--- src/isc_pkg.sv ---
package isc_pkg;

    localparam int VAL_W      = 32;
    localparam int DLY_W      = 12;
    localparam int TXT_LEN    = 11;
    localparam int NAME_MAX   = 9;
    localparam int LOC_NUM    = 5;
    localparam int ERRQ_DEPTH = 20;

    localparam logic [2:0] LOC_MIN = 3'h1;
    localparam logic [2:0] LOC_MAX = 3'h5;
    localparam logic [3:0] TXT_LEN_C = 4'hB;
    localparam logic [3:0] NAME_MAX_C = 4'h9;
    localparam logic [4:0] ERRQ_LAST = 5'h13;
    localparam logic [4:0] ERRQ_FULL = 5'h14;

    localparam logic [7:0] CH_COMMA = 8'h2C;
    localparam logic [7:0] CH_DOT   = 8'h2E;
    localparam logic [7:0] CH_SEMI  = 8'h3B;
    localparam logic [7:0] CH_SPACE = 8'h20;

    localparam logic [7:0] ERR_NONE       = 8'h00;
    localparam logic [7:0] ERR_SELFTEST   = 8'h01;
    localparam logic [7:0] ERR_BAD_LOC    = 8'h02;
    localparam logic [7:0] ERR_EMPTY_LOC  = 8'h03;
    localparam logic [7:0] ERR_NAME_LONG  = 8'h04;
    localparam logic [7:0] ERR_NAME_BLANK = 8'h05;
    localparam logic [7:0] TST_PASS       = 8'h00;
    localparam logic [7:0] TST_FAIL       = 8'h01;

    // Values are in microvolts and microamps.
    localparam logic [VAL_W-1:0] VOLT_OFF     = 32'h0000_0000;
    localparam logic [VAL_W-1:0] CURR_OFF     = 32'h0000_4E20;
    localparam logic [VAL_W-1:0] CURR_RST     = 32'h002D_C6C0;
    localparam logic [VAL_W-1:0] CURR_STEP_RST = 32'h0000_0034;
    localparam logic [VAL_W-1:0] VOLT_STEP_RST = 32'h0000_015E;
    localparam logic [VAL_W-1:0] OVP_RST      = 32'h014F_B180;

    // Version and identity fields; the identity values are arbitrary.
    localparam logic [15:0] VER_YEAR  = 16'h1999;
    localparam logic [3:0]  VER_REL   = 4'h0;
    localparam logic [7:0]  MAKER_ID  = 8'hA5;
    localparam logic [7:0]  MODEL_ID  = 8'h5A;
    localparam logic [7:0]  IDN_ZERO  = 8'h00;
    localparam logic [7:0]  FW_MAIN   = 8'h11;
    localparam logic [7:0]  FW_IO     = 8'h22;
    localparam logic [7:0]  FW_PANEL  = 8'h33;

    typedef enum logic [4:0] {
        CMD_NOP        = 5'h00,
        CMD_DISP       = 5'h01,
        CMD_TEXT_CHAR  = 5'h02,
        CMD_TEXT_CLR   = 5'h03,
        CMD_OUTP       = 5'h04,
        CMD_RELAY      = 5'h05,
        CMD_ERR_READ   = 5'h06,
        CMD_TST        = 5'h07,
        CMD_RST        = 5'h08,
        CMD_SAV        = 5'h09,
        CMD_RCL        = 5'h0A,
        CMD_NAME_BEGIN = 5'h0B,
        CMD_NAME_CHAR  = 5'h0C,
        CMD_NAME_END   = 5'h0D,
        CMD_NAME_QRY   = 5'h0E,
        CMD_ADDR       = 5'h0F,
        CMD_PARAM      = 5'h10
    } isc_cmd_t;

    typedef enum logic [3:0] {
        PRM_CURR      = 4'h0,
        PRM_CURR_STEP = 4'h1,
        PRM_CURR_TRIG = 4'h2,
        PRM_VOLT      = 4'h3,
        PRM_VOLT_STEP = 4'h4,
        PRM_VOLT_TRIG = 4'h5,
        PRM_OVP       = 4'h6,
        PRM_OVP_EN    = 4'h7,
        PRM_RANGE     = 4'h8,
        PRM_TRIG_DLY  = 4'h9,
        PRM_TRIG_SRC  = 4'hA
    } isc_param_t;

    typedef struct packed {
        logic [VAL_W-1:0] currLevel;
        logic [VAL_W-1:0] currStep;
        logic [VAL_W-1:0] currTrig;
        logic [VAL_W-1:0] voltLevel;
        logic [VAL_W-1:0] voltStep;
        logic [VAL_W-1:0] voltTrig;
        logic [VAL_W-1:0] ovpLevel;
        logic             ovpEn;
        logic             rangeHigh;
        logic [DLY_W-1:0] trigDelay;
        logic             trigImm;
        logic             outEn;
        logic             relay;
    } isc_set_t;

    localparam isc_set_t SET_RST = '{
        currLevel: CURR_RST, currStep: CURR_STEP_RST, currTrig: CURR_RST,
        voltLevel: VOLT_OFF, voltStep: VOLT_STEP_RST, voltTrig: VOLT_OFF,
        ovpLevel: OVP_RST, ovpEn: 1'b1, default: '0};

    typedef struct packed {
        isc_set_t                                 live;
        logic                                     dispOn;
        logic [TXT_LEN-1:0][7:0]                  textCh;
        logic [TXT_LEN-1:0][7:0]                  textPunct;
        logic [3:0]                               textLen;
        isc_set_t [LOC_NUM-1:0]                   memSet;
        logic [LOC_NUM-1:0]                       memDisp;
        logic [LOC_NUM-1:0]                       memValid;
        logic [LOC_NUM-1:0][NAME_MAX-1:0][7:0]    names;
        logic [LOC_NUM-1:0][3:0]                  nameLen;
        logic [NAME_MAX-1:0][7:0]                 stBuf;
        logic [3:0]                               stLen;
        logic [2:0]                               stIdx;
        logic                                     stOpen;
        logic                                     stLong;
        logic                                     stBlank;
        logic [NAME_MAX-1:0][7:0]                 nameOut;
        logic [3:0]                               nameOutLen;
        logic [ERRQ_DEPTH-1:0][7:0]               errQ;
        logic [4:0]                               errHead;
        logic [4:0]                               errCount;
        logic [7:0]                               errOut;
        logic [7:0]                               tstResult;
        logic [4:0]                               rdevAddr;
        logic                                     remSync1;
        logic                                     remSync2;
        logic                                     remPrev;
    } isc_state_t;

    localparam isc_state_t ST_RST = '{live: SET_RST, dispOn: 1'b1,
                                      default: '0};

endpackage

--- src/isc_top.sv ---
`timescale 1ns/1ns
// Function
// - Display off stops panel updates and all indicators but error; query 0/1.
// - Returning from remote to local forces display on.
// - Message holds 11 positions; comma, period, semicolon share previous one.
// - Stored message readable as text; clear command erases it.
// - Output off programs 0 V and 20 mA; output off after reset.
// - Output state reads 0 when disabled, 1 when enabled.
// - Relay command drives both relay lines together; readable; off after reset.
// - Error queue holds 20 records, read oldest first.
// - Reading out every error empties queue and turns error indicator off.
// - Version reads as year digits plus release digit.
// - Peripheral address write changes only outgoing destination; readable.
// - Identity gives maker, model, constant zero, three firmware revisions.
// - Self-test returns 0 on pass, non-zero on fail plus error record.
// - Reset loads power-on defaults for display, output, relay, trigger, voltage.
// - Five storage locations numbered 1 to 5.
// - Save overwrites silently; reset leaves stored locations alone.
// - Saved state holds all current, voltage, trigger, output and relay settings.
// - Recall restores chosen location; all locations start empty.
// - Display setting saved and recalled only in remote; local forces on.
// - Names at most nine characters, no blanks; longer name raises error.
// - Name query returns name or empty; empty naming erases name only.
module isc_top
    import isc_pkg::*;
(
    input  wire logic                     mclk,
    input  wire logic                     rst,
    input  wire logic                     remoteIn,
    input  wire logic                     cmdValid,
    input  wire isc_cmd_t                 cmdCode,
    input  wire logic [VAL_W-1:0]         cmdData,
    input  wire logic [2:0]               cmdLoc,
    input  wire isc_param_t               cmdParam,
    input  wire logic                     selfTestFail,
    input  wire logic                     errPush,
    input  wire logic [7:0]               errPushCode,
    output logic                          dispEnable,
    output logic                          annunEnable,
    output logic                          errAnnun,
    output logic                          dispOnState,
    output logic [TXT_LEN-1:0][7:0]       textChar,
    output logic [TXT_LEN-1:0][7:0]       textPunct,
    output logic [3:0]                    textLen,
    output logic                          outEnable,
    output logic [VAL_W-1:0]              outVoltProg,
    output logic [VAL_W-1:0]              outCurrProg,
    output logic                          relayA,
    output logic                          relayB,
    output logic [7:0]                    errCode,
    output logic [4:0]                    errCount,
    output logic [7:0]                    tstResult,
    output logic [15:0]                   versionYear,
    output logic [3:0]                    versionRel,
    output logic [7:0]                    idnMaker,
    output logic [7:0]                    idnModel,
    output logic [7:0]                    idnZero,
    output logic [7:0]                    idnFwMain,
    output logic [7:0]                    idnFwIo,
    output logic [7:0]                    idnFwPanel,
    output logic [4:0]                    rdevAddr,
    output logic [NAME_MAX-1:0][7:0]      nameData,
    output logic [3:0]                    nameLenOut,
    output logic [VAL_W-1:0]              currLevel,
    output logic [VAL_W-1:0]              currStep,
    output logic [VAL_W-1:0]              currTrig,
    output logic [VAL_W-1:0]              voltLevel,
    output logic [VAL_W-1:0]              voltStep,
    output logic [VAL_W-1:0]              voltTrig,
    output logic [VAL_W-1:0]              ovpLevel,
    output logic                          ovpEnable,
    output logic                          rangeHigh,
    output logic [DLY_W-1:0]              trigDelay,
    output logic                          trigImm
);

    isc_state_t s_r;
    isc_state_t s_nxt;
    logic       locOk;
    logic [2:0] locIdx;
    logic       isPunct;
    logic       pushEn;
    logic [7:0] pushCode;
    logic       popEn;
    logic [5:0] tailSum;
    logic [4:0] tail;

    assign locOk = (cmdLoc >= LOC_MIN) && (cmdLoc <= LOC_MAX);
    assign locIdx = cmdLoc - LOC_MIN;
    assign isPunct = (cmdData[7:0] == CH_COMMA) || (cmdData[7:0] == CH_DOT)
                     || (cmdData[7:0] == CH_SEMI);

    always_comb begin
        s_nxt = s_r;
        pushEn = 1'b0;
        pushCode = ERR_NONE;
        popEn = 1'b0;
        tailSum = '0;
        tail = '0;
        s_nxt.remSync1 = remoteIn;
        s_nxt.remSync2 = s_r.remSync1;
        s_nxt.remPrev = s_r.remSync2;
        if (cmdValid) begin
            unique case (cmdCode)
                CMD_DISP: begin
                    s_nxt.dispOn = cmdData[0];
                end
                CMD_TEXT_CHAR: begin
                    if (isPunct && s_r.textLen != 4'h0) begin
                        s_nxt.textPunct[s_r.textLen - 4'h1] = cmdData[7:0];
                    end else if (s_r.textLen < TXT_LEN_C) begin
                        s_nxt.textCh[s_r.textLen] = cmdData[7:0];
                        s_nxt.textLen = s_r.textLen + 4'h1;
                    end
                end
                CMD_TEXT_CLR: begin
                    s_nxt.textCh = '0;
                    s_nxt.textPunct = '0;
                    s_nxt.textLen = 4'h0;
                end
                CMD_OUTP: begin
                    s_nxt.live.outEn = cmdData[0];
                end
                CMD_RELAY: begin
                    s_nxt.live.relay = cmdData[0];
                end
                CMD_ERR_READ: begin
                    popEn = 1'b1;
                end
                CMD_TST: begin
                    if (selfTestFail) begin
                        s_nxt.tstResult = TST_FAIL;
                        pushEn = 1'b1;
                        pushCode = ERR_SELFTEST;
                    end else begin
                        s_nxt.tstResult = TST_PASS;
                    end
                end
                CMD_RST: begin
                    s_nxt.live = SET_RST;
                    s_nxt.dispOn = 1'b1;
                end
                CMD_SAV: begin
                    if (!locOk) begin
                        pushEn = 1'b1;
                        pushCode = ERR_BAD_LOC;
                    end else begin
                        s_nxt.memSet[locIdx] = s_r.live;
                        s_nxt.memValid[locIdx] = 1'b1;
                        if (s_r.remSync2) begin
                            s_nxt.memDisp[locIdx] = s_r.dispOn;
                        end
                    end
                end
                CMD_RCL: begin
                    if (!locOk) begin
                        pushEn = 1'b1;
                        pushCode = ERR_BAD_LOC;
                    end else if (!s_r.memValid[locIdx]) begin
                        pushEn = 1'b1;
                        pushCode = ERR_EMPTY_LOC;
                    end else begin
                        s_nxt.live = s_r.memSet[locIdx];
                        if (s_r.remSync2) begin
                            s_nxt.dispOn = s_r.memDisp[locIdx];
                        end
                    end
                end
                CMD_NAME_BEGIN: begin
                    if (!locOk) begin
                        pushEn = 1'b1;
                        pushCode = ERR_BAD_LOC;
                        s_nxt.stOpen = 1'b0;
                    end else begin
                        s_nxt.stOpen = 1'b1;
                        s_nxt.stIdx = locIdx;
                        s_nxt.stLen = 4'h0;
                        s_nxt.stBuf = '0;
                        s_nxt.stLong = 1'b0;
                        s_nxt.stBlank = 1'b0;
                    end
                end
                CMD_NAME_CHAR: begin
                    if (s_r.stOpen) begin
                        if (cmdData[7:0] == CH_SPACE) begin
                            s_nxt.stBlank = 1'b1;
                        end
                        if (s_r.stLen < NAME_MAX_C) begin
                            s_nxt.stBuf[s_r.stLen] = cmdData[7:0];
                            s_nxt.stLen = s_r.stLen + 4'h1;
                        end else begin
                            s_nxt.stLong = 1'b1;
                        end
                    end
                end
                CMD_NAME_END: begin
                    if (s_r.stOpen) begin
                        s_nxt.stOpen = 1'b0;
                        if (s_r.stLong) begin
                            pushEn = 1'b1;
                            pushCode = ERR_NAME_LONG;
                        end else if (s_r.stBlank) begin
                            pushEn = 1'b1;
                            pushCode = ERR_NAME_BLANK;
                        end else begin
                            s_nxt.names[s_r.stIdx] = s_r.stBuf;
                            s_nxt.nameLen[s_r.stIdx] = s_r.stLen;
                        end
                    end
                end
                CMD_NAME_QRY: begin
                    if (!locOk) begin
                        pushEn = 1'b1;
                        pushCode = ERR_BAD_LOC;
                    end else begin
                        s_nxt.nameOut = s_r.names[locIdx];
                        s_nxt.nameOutLen = s_r.nameLen[locIdx];
                    end
                end
                CMD_ADDR: begin
                    s_nxt.rdevAddr = cmdData[4:0];
                end
                CMD_PARAM: begin
                    unique case (cmdParam)
                        PRM_CURR:      s_nxt.live.currLevel = cmdData;
                        PRM_CURR_STEP: s_nxt.live.currStep = cmdData;
                        PRM_CURR_TRIG: s_nxt.live.currTrig = cmdData;
                        PRM_VOLT:      s_nxt.live.voltLevel = cmdData;
                        PRM_VOLT_STEP: s_nxt.live.voltStep = cmdData;
                        PRM_VOLT_TRIG: s_nxt.live.voltTrig = cmdData;
                        PRM_OVP:       s_nxt.live.ovpLevel = cmdData;
                        PRM_OVP_EN:    s_nxt.live.ovpEn = cmdData[0];
                        PRM_RANGE:     s_nxt.live.rangeHigh = cmdData[0];
                        PRM_TRIG_DLY:  s_nxt.live.trigDelay = cmdData[DLY_W-1:0];
                        PRM_TRIG_SRC:  s_nxt.live.trigImm = cmdData[0];
                        default: begin
                        end
                    endcase
                end
                default: begin
                end
            endcase
        end
        if (s_r.remPrev && !s_r.remSync2) begin
            s_nxt.dispOn = 1'b1;
        end
        if (!pushEn && errPush) begin
            pushEn = 1'b1;
            pushCode = errPushCode;
        end
        if (popEn) begin
            if (s_r.errCount != 5'h0) begin
                s_nxt.errOut = s_r.errQ[s_r.errHead];
                s_nxt.errHead = (s_r.errHead == ERRQ_LAST) ? 5'h0
                                : s_r.errHead + 5'h1;
                s_nxt.errCount = s_r.errCount - 5'h1;
            end else begin
                s_nxt.errOut = ERR_NONE;
            end
        end
        tailSum = {1'b0, s_nxt.errHead} + {1'b0, s_nxt.errCount};
        tail = (tailSum >= {1'b0, ERRQ_FULL}) ? 5'(tailSum - {1'b0, ERRQ_FULL})
               : tailSum[4:0];
        if (pushEn && s_nxt.errCount < ERRQ_FULL) begin
            s_nxt.errQ[tail] = pushCode;
            s_nxt.errCount = s_nxt.errCount + 5'h1;
        end
    end

    always_ff @(posedge mclk or posedge rst) begin
        if (rst) begin
            s_r <= ST_RST;
        end else begin
            s_r <= s_nxt;
        end
    end

    assign dispEnable = s_r.dispOn;
    assign annunEnable = s_r.dispOn;
    assign errAnnun = (s_r.errCount != 5'h0);
    assign dispOnState = s_r.dispOn;
    assign textChar = s_r.textCh;
    assign textPunct = s_r.textPunct;
    assign textLen = s_r.textLen;
    assign outEnable = s_r.live.outEn;
    assign outVoltProg = s_r.live.outEn ? s_r.live.voltLevel : VOLT_OFF;
    assign outCurrProg = s_r.live.outEn ? s_r.live.currLevel : CURR_OFF;
    assign relayA = s_r.live.relay;
    assign relayB = s_r.live.relay;
    assign errCode = s_r.errOut;
    assign errCount = s_r.errCount;
    assign tstResult = s_r.tstResult;
    assign versionYear = VER_YEAR;
    assign versionRel = VER_REL;
    assign idnMaker = MAKER_ID;
    assign idnModel = MODEL_ID;
    assign idnZero = IDN_ZERO;
    assign idnFwMain = FW_MAIN;
    assign idnFwIo = FW_IO;
    assign idnFwPanel = FW_PANEL;
    assign rdevAddr = s_r.rdevAddr;
    assign nameData = s_r.nameOut;
    assign nameLenOut = s_r.nameOutLen;
    assign currLevel = s_r.live.currLevel;
    assign currStep = s_r.live.currStep;
    assign currTrig = s_r.live.currTrig;
    assign voltLevel = s_r.live.voltLevel;
    assign voltStep = s_r.live.voltStep;
    assign voltTrig = s_r.live.voltTrig;
    assign ovpLevel = s_r.live.ovpLevel;
    assign ovpEnable = s_r.live.ovpEn;
    assign rangeHigh = s_r.live.rangeHigh;
    assign trigDelay = s_r.live.trigDelay;
    assign trigImm = s_r.live.trigImm;
endmodule
--- config.mk ---
export PLATFORM = sky130hd
export DESIGN_NAME = isc_top
export DESIGN_NICKNAME = d
export VERILOG_FILES = /design/src/isc_pkg.sv /design/src/isc_top.sv
export SDC_FILE = /design/constraint.sdc
export NUM_CORES = 2
export LEC_CHECK = 0
export BUFFER_PORTS_ARGS = -buffer_cell sky130_fd_sc_hd__buf_4
export CAP_MARGIN = 20
export CORE_ASPECT_RATIO = 1.1
export CORE_MARGIN = 2
export CORE_UTILIZATION = 40
export DETAILED_ROUTE_END_ITERATION = 16
export MAX_ROUTING_LAYER = met4
export PLACE_DENSITY_LB_ADDON = 0.25
export SYNTH_ARGS = -nofsm -noshare
export SYNTH_HDL_FRONTEND = slang
export SYNTH_SLANG_ARGS = --single-unit
export TNS_END_PERCENT = 10
--- constraint.sdc ---
create_clock -name mclk -period 195.7 [get_ports mclk]
set_clock_uncertainty 0.2 [all_clocks]
set_input_delay 19.57 -clock mclk [delete_from_list [all_inputs] [get_ports mclk]]
set_output_delay 19.57 -clock mclk [all_outputs]
set_load 0.01 [all_outputs]
==> flow_summary.json <==
{
  "hold_depth": 0,
  "p_seq_share_pct": 46.6,
  "hold_end": "s_nxt[0]",
  "gp_congestion": 0.825,
  "switching_share_pct": 26.2,
  "period_share_pct": 12.8,
  "area_delta_synth_final_pct": 11.9,
  "drive_above_1_share_pct": 35.7,
  "rrSetupSlack_ps": 188830,
  "die_w_um": 494,
  "reg2reg_to": "s_r[101]",
  "avgSynthCellArea_um2": 12.6,
  "cp-start-kind": "primary input",
  "wl_per_cell_um": 26.5,
  "fin_setup_tns_ps": 0,
  "first_iter_violations": 4682,
  "end_kind": "flip-flop",
  "crit_fanout": 16,
  "dp_slack_ps": 169800,
  "synth_area_mm2": 0.106,
  "path_class": "primary input to flip-flop",
  "power_density_mw_per_mm2": 9.70,
  "core_mm2": 0.262,
  "dpl_cell_area_mm2": 0.110,
  "final_cell_area_mm2": 0.118,
  "drc": 0,
  "ys_ff_latch": 2362,
  "tritoncts": "built",
  "cts_sinks": 2362,
  "cts-resized-gates": 0,
  "drt.antenna.violating_nets": 0,
  "fmax_mhz": 39.9,
  "maxSlewViolCount": 0,
  "crit_arrival_ps": 25620,
  "postSynth.asyncResetShare_pct": 100,
  "initial_core_util_pct": 40.3,
  "p_sw_w": 0.000301,
  "rsz0062_at_grt": "no",
  "synthDistinctLibCells": 78,
  "num_vias": 67300,
  "yosysWarnings": 0,
  "min_from": "s_nxt[1]",
  "hpwl_mm": 192,
  "seq_area_frac_synth_pct": 56.0,
  "cts_root_buffer": "clkbuf_16",
  "critPathRequiredTime_ps": 196290,
  "internal_power_w": 0.000847,
  "die_h_um": 543,
  "nets": 8388,
  "p_comb_share_pct": 10.9,
  "p_leak_nw": 57.4,
  "fin_ws_ps": 170670,
  "max-vdd-ir-drop_mv": 0.00829,
  "placementRows": 197,
  "grt_pass1_vias": 69200,
  "pwr-share-clk_pct": 42.5,
  "synth-edff-count": 0,
  "r2r-start": "errCount[0]",
  "holdBufCountCts": 0,
  "holdWs_ps": 151,
  "clkTransAtPathRegs_ps": 60,
  "status": "finished, final reports clean",
  "synth_area_leaders": "dfrtp_1, mux2_2, buf_4",
  "drv_cap": 0,
  "cts_buffers": 249,
  "hold_viol": 0,
  "globalRouteTotalUtil_pct": 24.0,
  "worstHoldPathType": "flip-flop to flip-flop",
  "grt_max_degree": 185,
  "firstDrtPassIters": 5,
  "ff2ff_path_depth": 20,
  "yosys.area.top_type": "dfrtp_1",
  "grt-ovfl-total": 0,
  "fin_crit_ps": 25030,
  "clkLatencyLatePin_ps": 950,
  "tightest_slew_ps": 1160,
  "h-tree-depth": 4,
  "syn_inst": 8391,
  "synth_top_area_share_pct": 54.9,
  "slew_headroom_pct": 22.4,
  "viasPerCell": 5.61,
  "ios": 718,
  "antenna_found_initial": 28,
  "clk_path_buf_depth": 4,
  "fp.dieArea_mm2": 0.268,
  "post-cts-setup-buffers": 0,
  "port_buffers": 642,
  "wirelength_mm": 319,
  "grt_pass1_wl_mm": 471,
  "synthFlopType": "dfrtp_1",
  "finalSetupViolCount": 0
}
[cells in the mapped netlist, drive strengths merged, types with 3 or more instances]
master,n
dfrtp,2320
xor2,5
a221oi,99
o21bai,3
nand3,117
o22ai,4
a21o,35
or2,14
a21bo,11
nor3,18
mux4,48
nand3b,3
a211oi,9
nor3b,5
xnor2,10
inv,23
nand4,5
ha,23
nand2,666
nor2b,17
a22oi,55
a21oi,220
nor4,4
a41oi,5
buf,787
dfstp,42
a221o,219
o2bb2ai,38
clkbuf,395
mux2,1750
and2,118
mux2i,322
and3,8
a22o,90
or3,11
nor2,80
o21ai,720
a31oi,9
o31ai,24
nand2b,24
[final cells by class]
class,instances,area (um^2)
fill,23700,144000
tap,3482,4360
multi-input combinational,4896,40100
clock buffer,384,7390
antenna,14,35.0
sequential,2362,59200
clock inverter,70,1060
inverter,24,97.6
timing repair buffer,773,6070
[layout by cell type (no fill, tap or decap), drive strengths merged, types with 24 or more instances in the layout]
cell type and n:
a22o 90, mux2 1750, and2 118, nand2b 24
o2bb2ai 38, mux2i 322, nor2 80, a21o 35
dfrtp 2320, clkbuf 384, nand2 666, a221oi 99
conb 75, o31ai 24, dfstp 42, clkinv 38
a22oi 55, buf 773, nand3 117, mux4 48
inv 30, o21ai 720, a21oi 220, a221o 219
[through the flow]
step	cells	power (W)	utilization (%)
3_3_place_gp	11500	0.000666	41.8
6_report	12000	0.00115	45.1
5_1_grt	12000	0.00119	45.1
4_1_cts	12000	0.00116	45.0
2_1_floorplan	8464	0.000622	-
3_5_place_dp	11500	0.000669	41.8
[kinds of logic (layout without fill, tap and decap cells)]
kind of cell	count (synthesis)	count (layout)	share of synthesized area [%]
AND/OR/NAND/NOR	1103	1103	4.68
buffers and inverters	1206	1251	6.51
multiplexers	2120	2120	22.7
adder cells (fa/ha/maj)	24	24	0.291
AO/OA/AOI/OAI	1559	1559	9.70
XOR/XNOR	15	15	0.124
other	2	89	0.00710
flip-flops	2362	2362	56.0
[per-layer routing]
metal	up-vias	global-route usage, %	share of wire (%)
li1	29200	-	-
met1	35900	31.3	44
met2	1765	37.9	47
met3	465	4.33	5.5
met4	0	7.63	3.2
met5	-	-	0
[worst max path at each step]
stage                     from            to  slack [ps]  depth (start not counted)
floorplan                  rst  currLevel[0]      109250                          1
global placement    cmdCode[0]      s_r[102]      169930                         16
detailed placement         rst     s_r[1052]      169800                          8
CTS                        rst     s_r[1534]      170750                          8
global route        cmdCode[0]      s_r[101]      170330                         16
finish              cmdCode[0]      s_r[101]      170670                         16
[sequential cells by signal, indices dropped and copies added (netlist names), 2 cells and up]
signal and count:
textChar 88, errCode 8, s_nxt 2, voltLevel 32
voltStep 32, textLen 4, errCount 5, voltTrig 32
s_r 1843, rdevAddr 5, textPunct 88, trigDelay 12
nameLenOut 4, currLevel 32, currStep 32, ovpLevel 32
nameData 72, currTrig 32
[power by group through the flow]
stage	logic (W)	clock network (W)	registers, W
after floorplan	0.0000866	0	0.000535
after global placement	0.000124	0	0.000541
after detailed placement	0.000126	0	0.000542
after CTS	0.000127	0.000499	0.000534
after global routing	0.000135	0.000519	0.000537
final	0.000125	0.000488	0.000534
[worst max-delay path, cell delays in order]
cell      delay [ps]
buf_4            170
nand2b_1         190
or3_1            580
nor2_1           820
mux2_2           440
ha_1             230
fa_1             450
xor2_1           410
ha_1             220
or3b_1           370
a22oi_1          240
o22ai_1          210
and4_1           250
nor3_1           660
nand2b_1         410
mux2_2           380
Power figures use the tool's default switching activity.
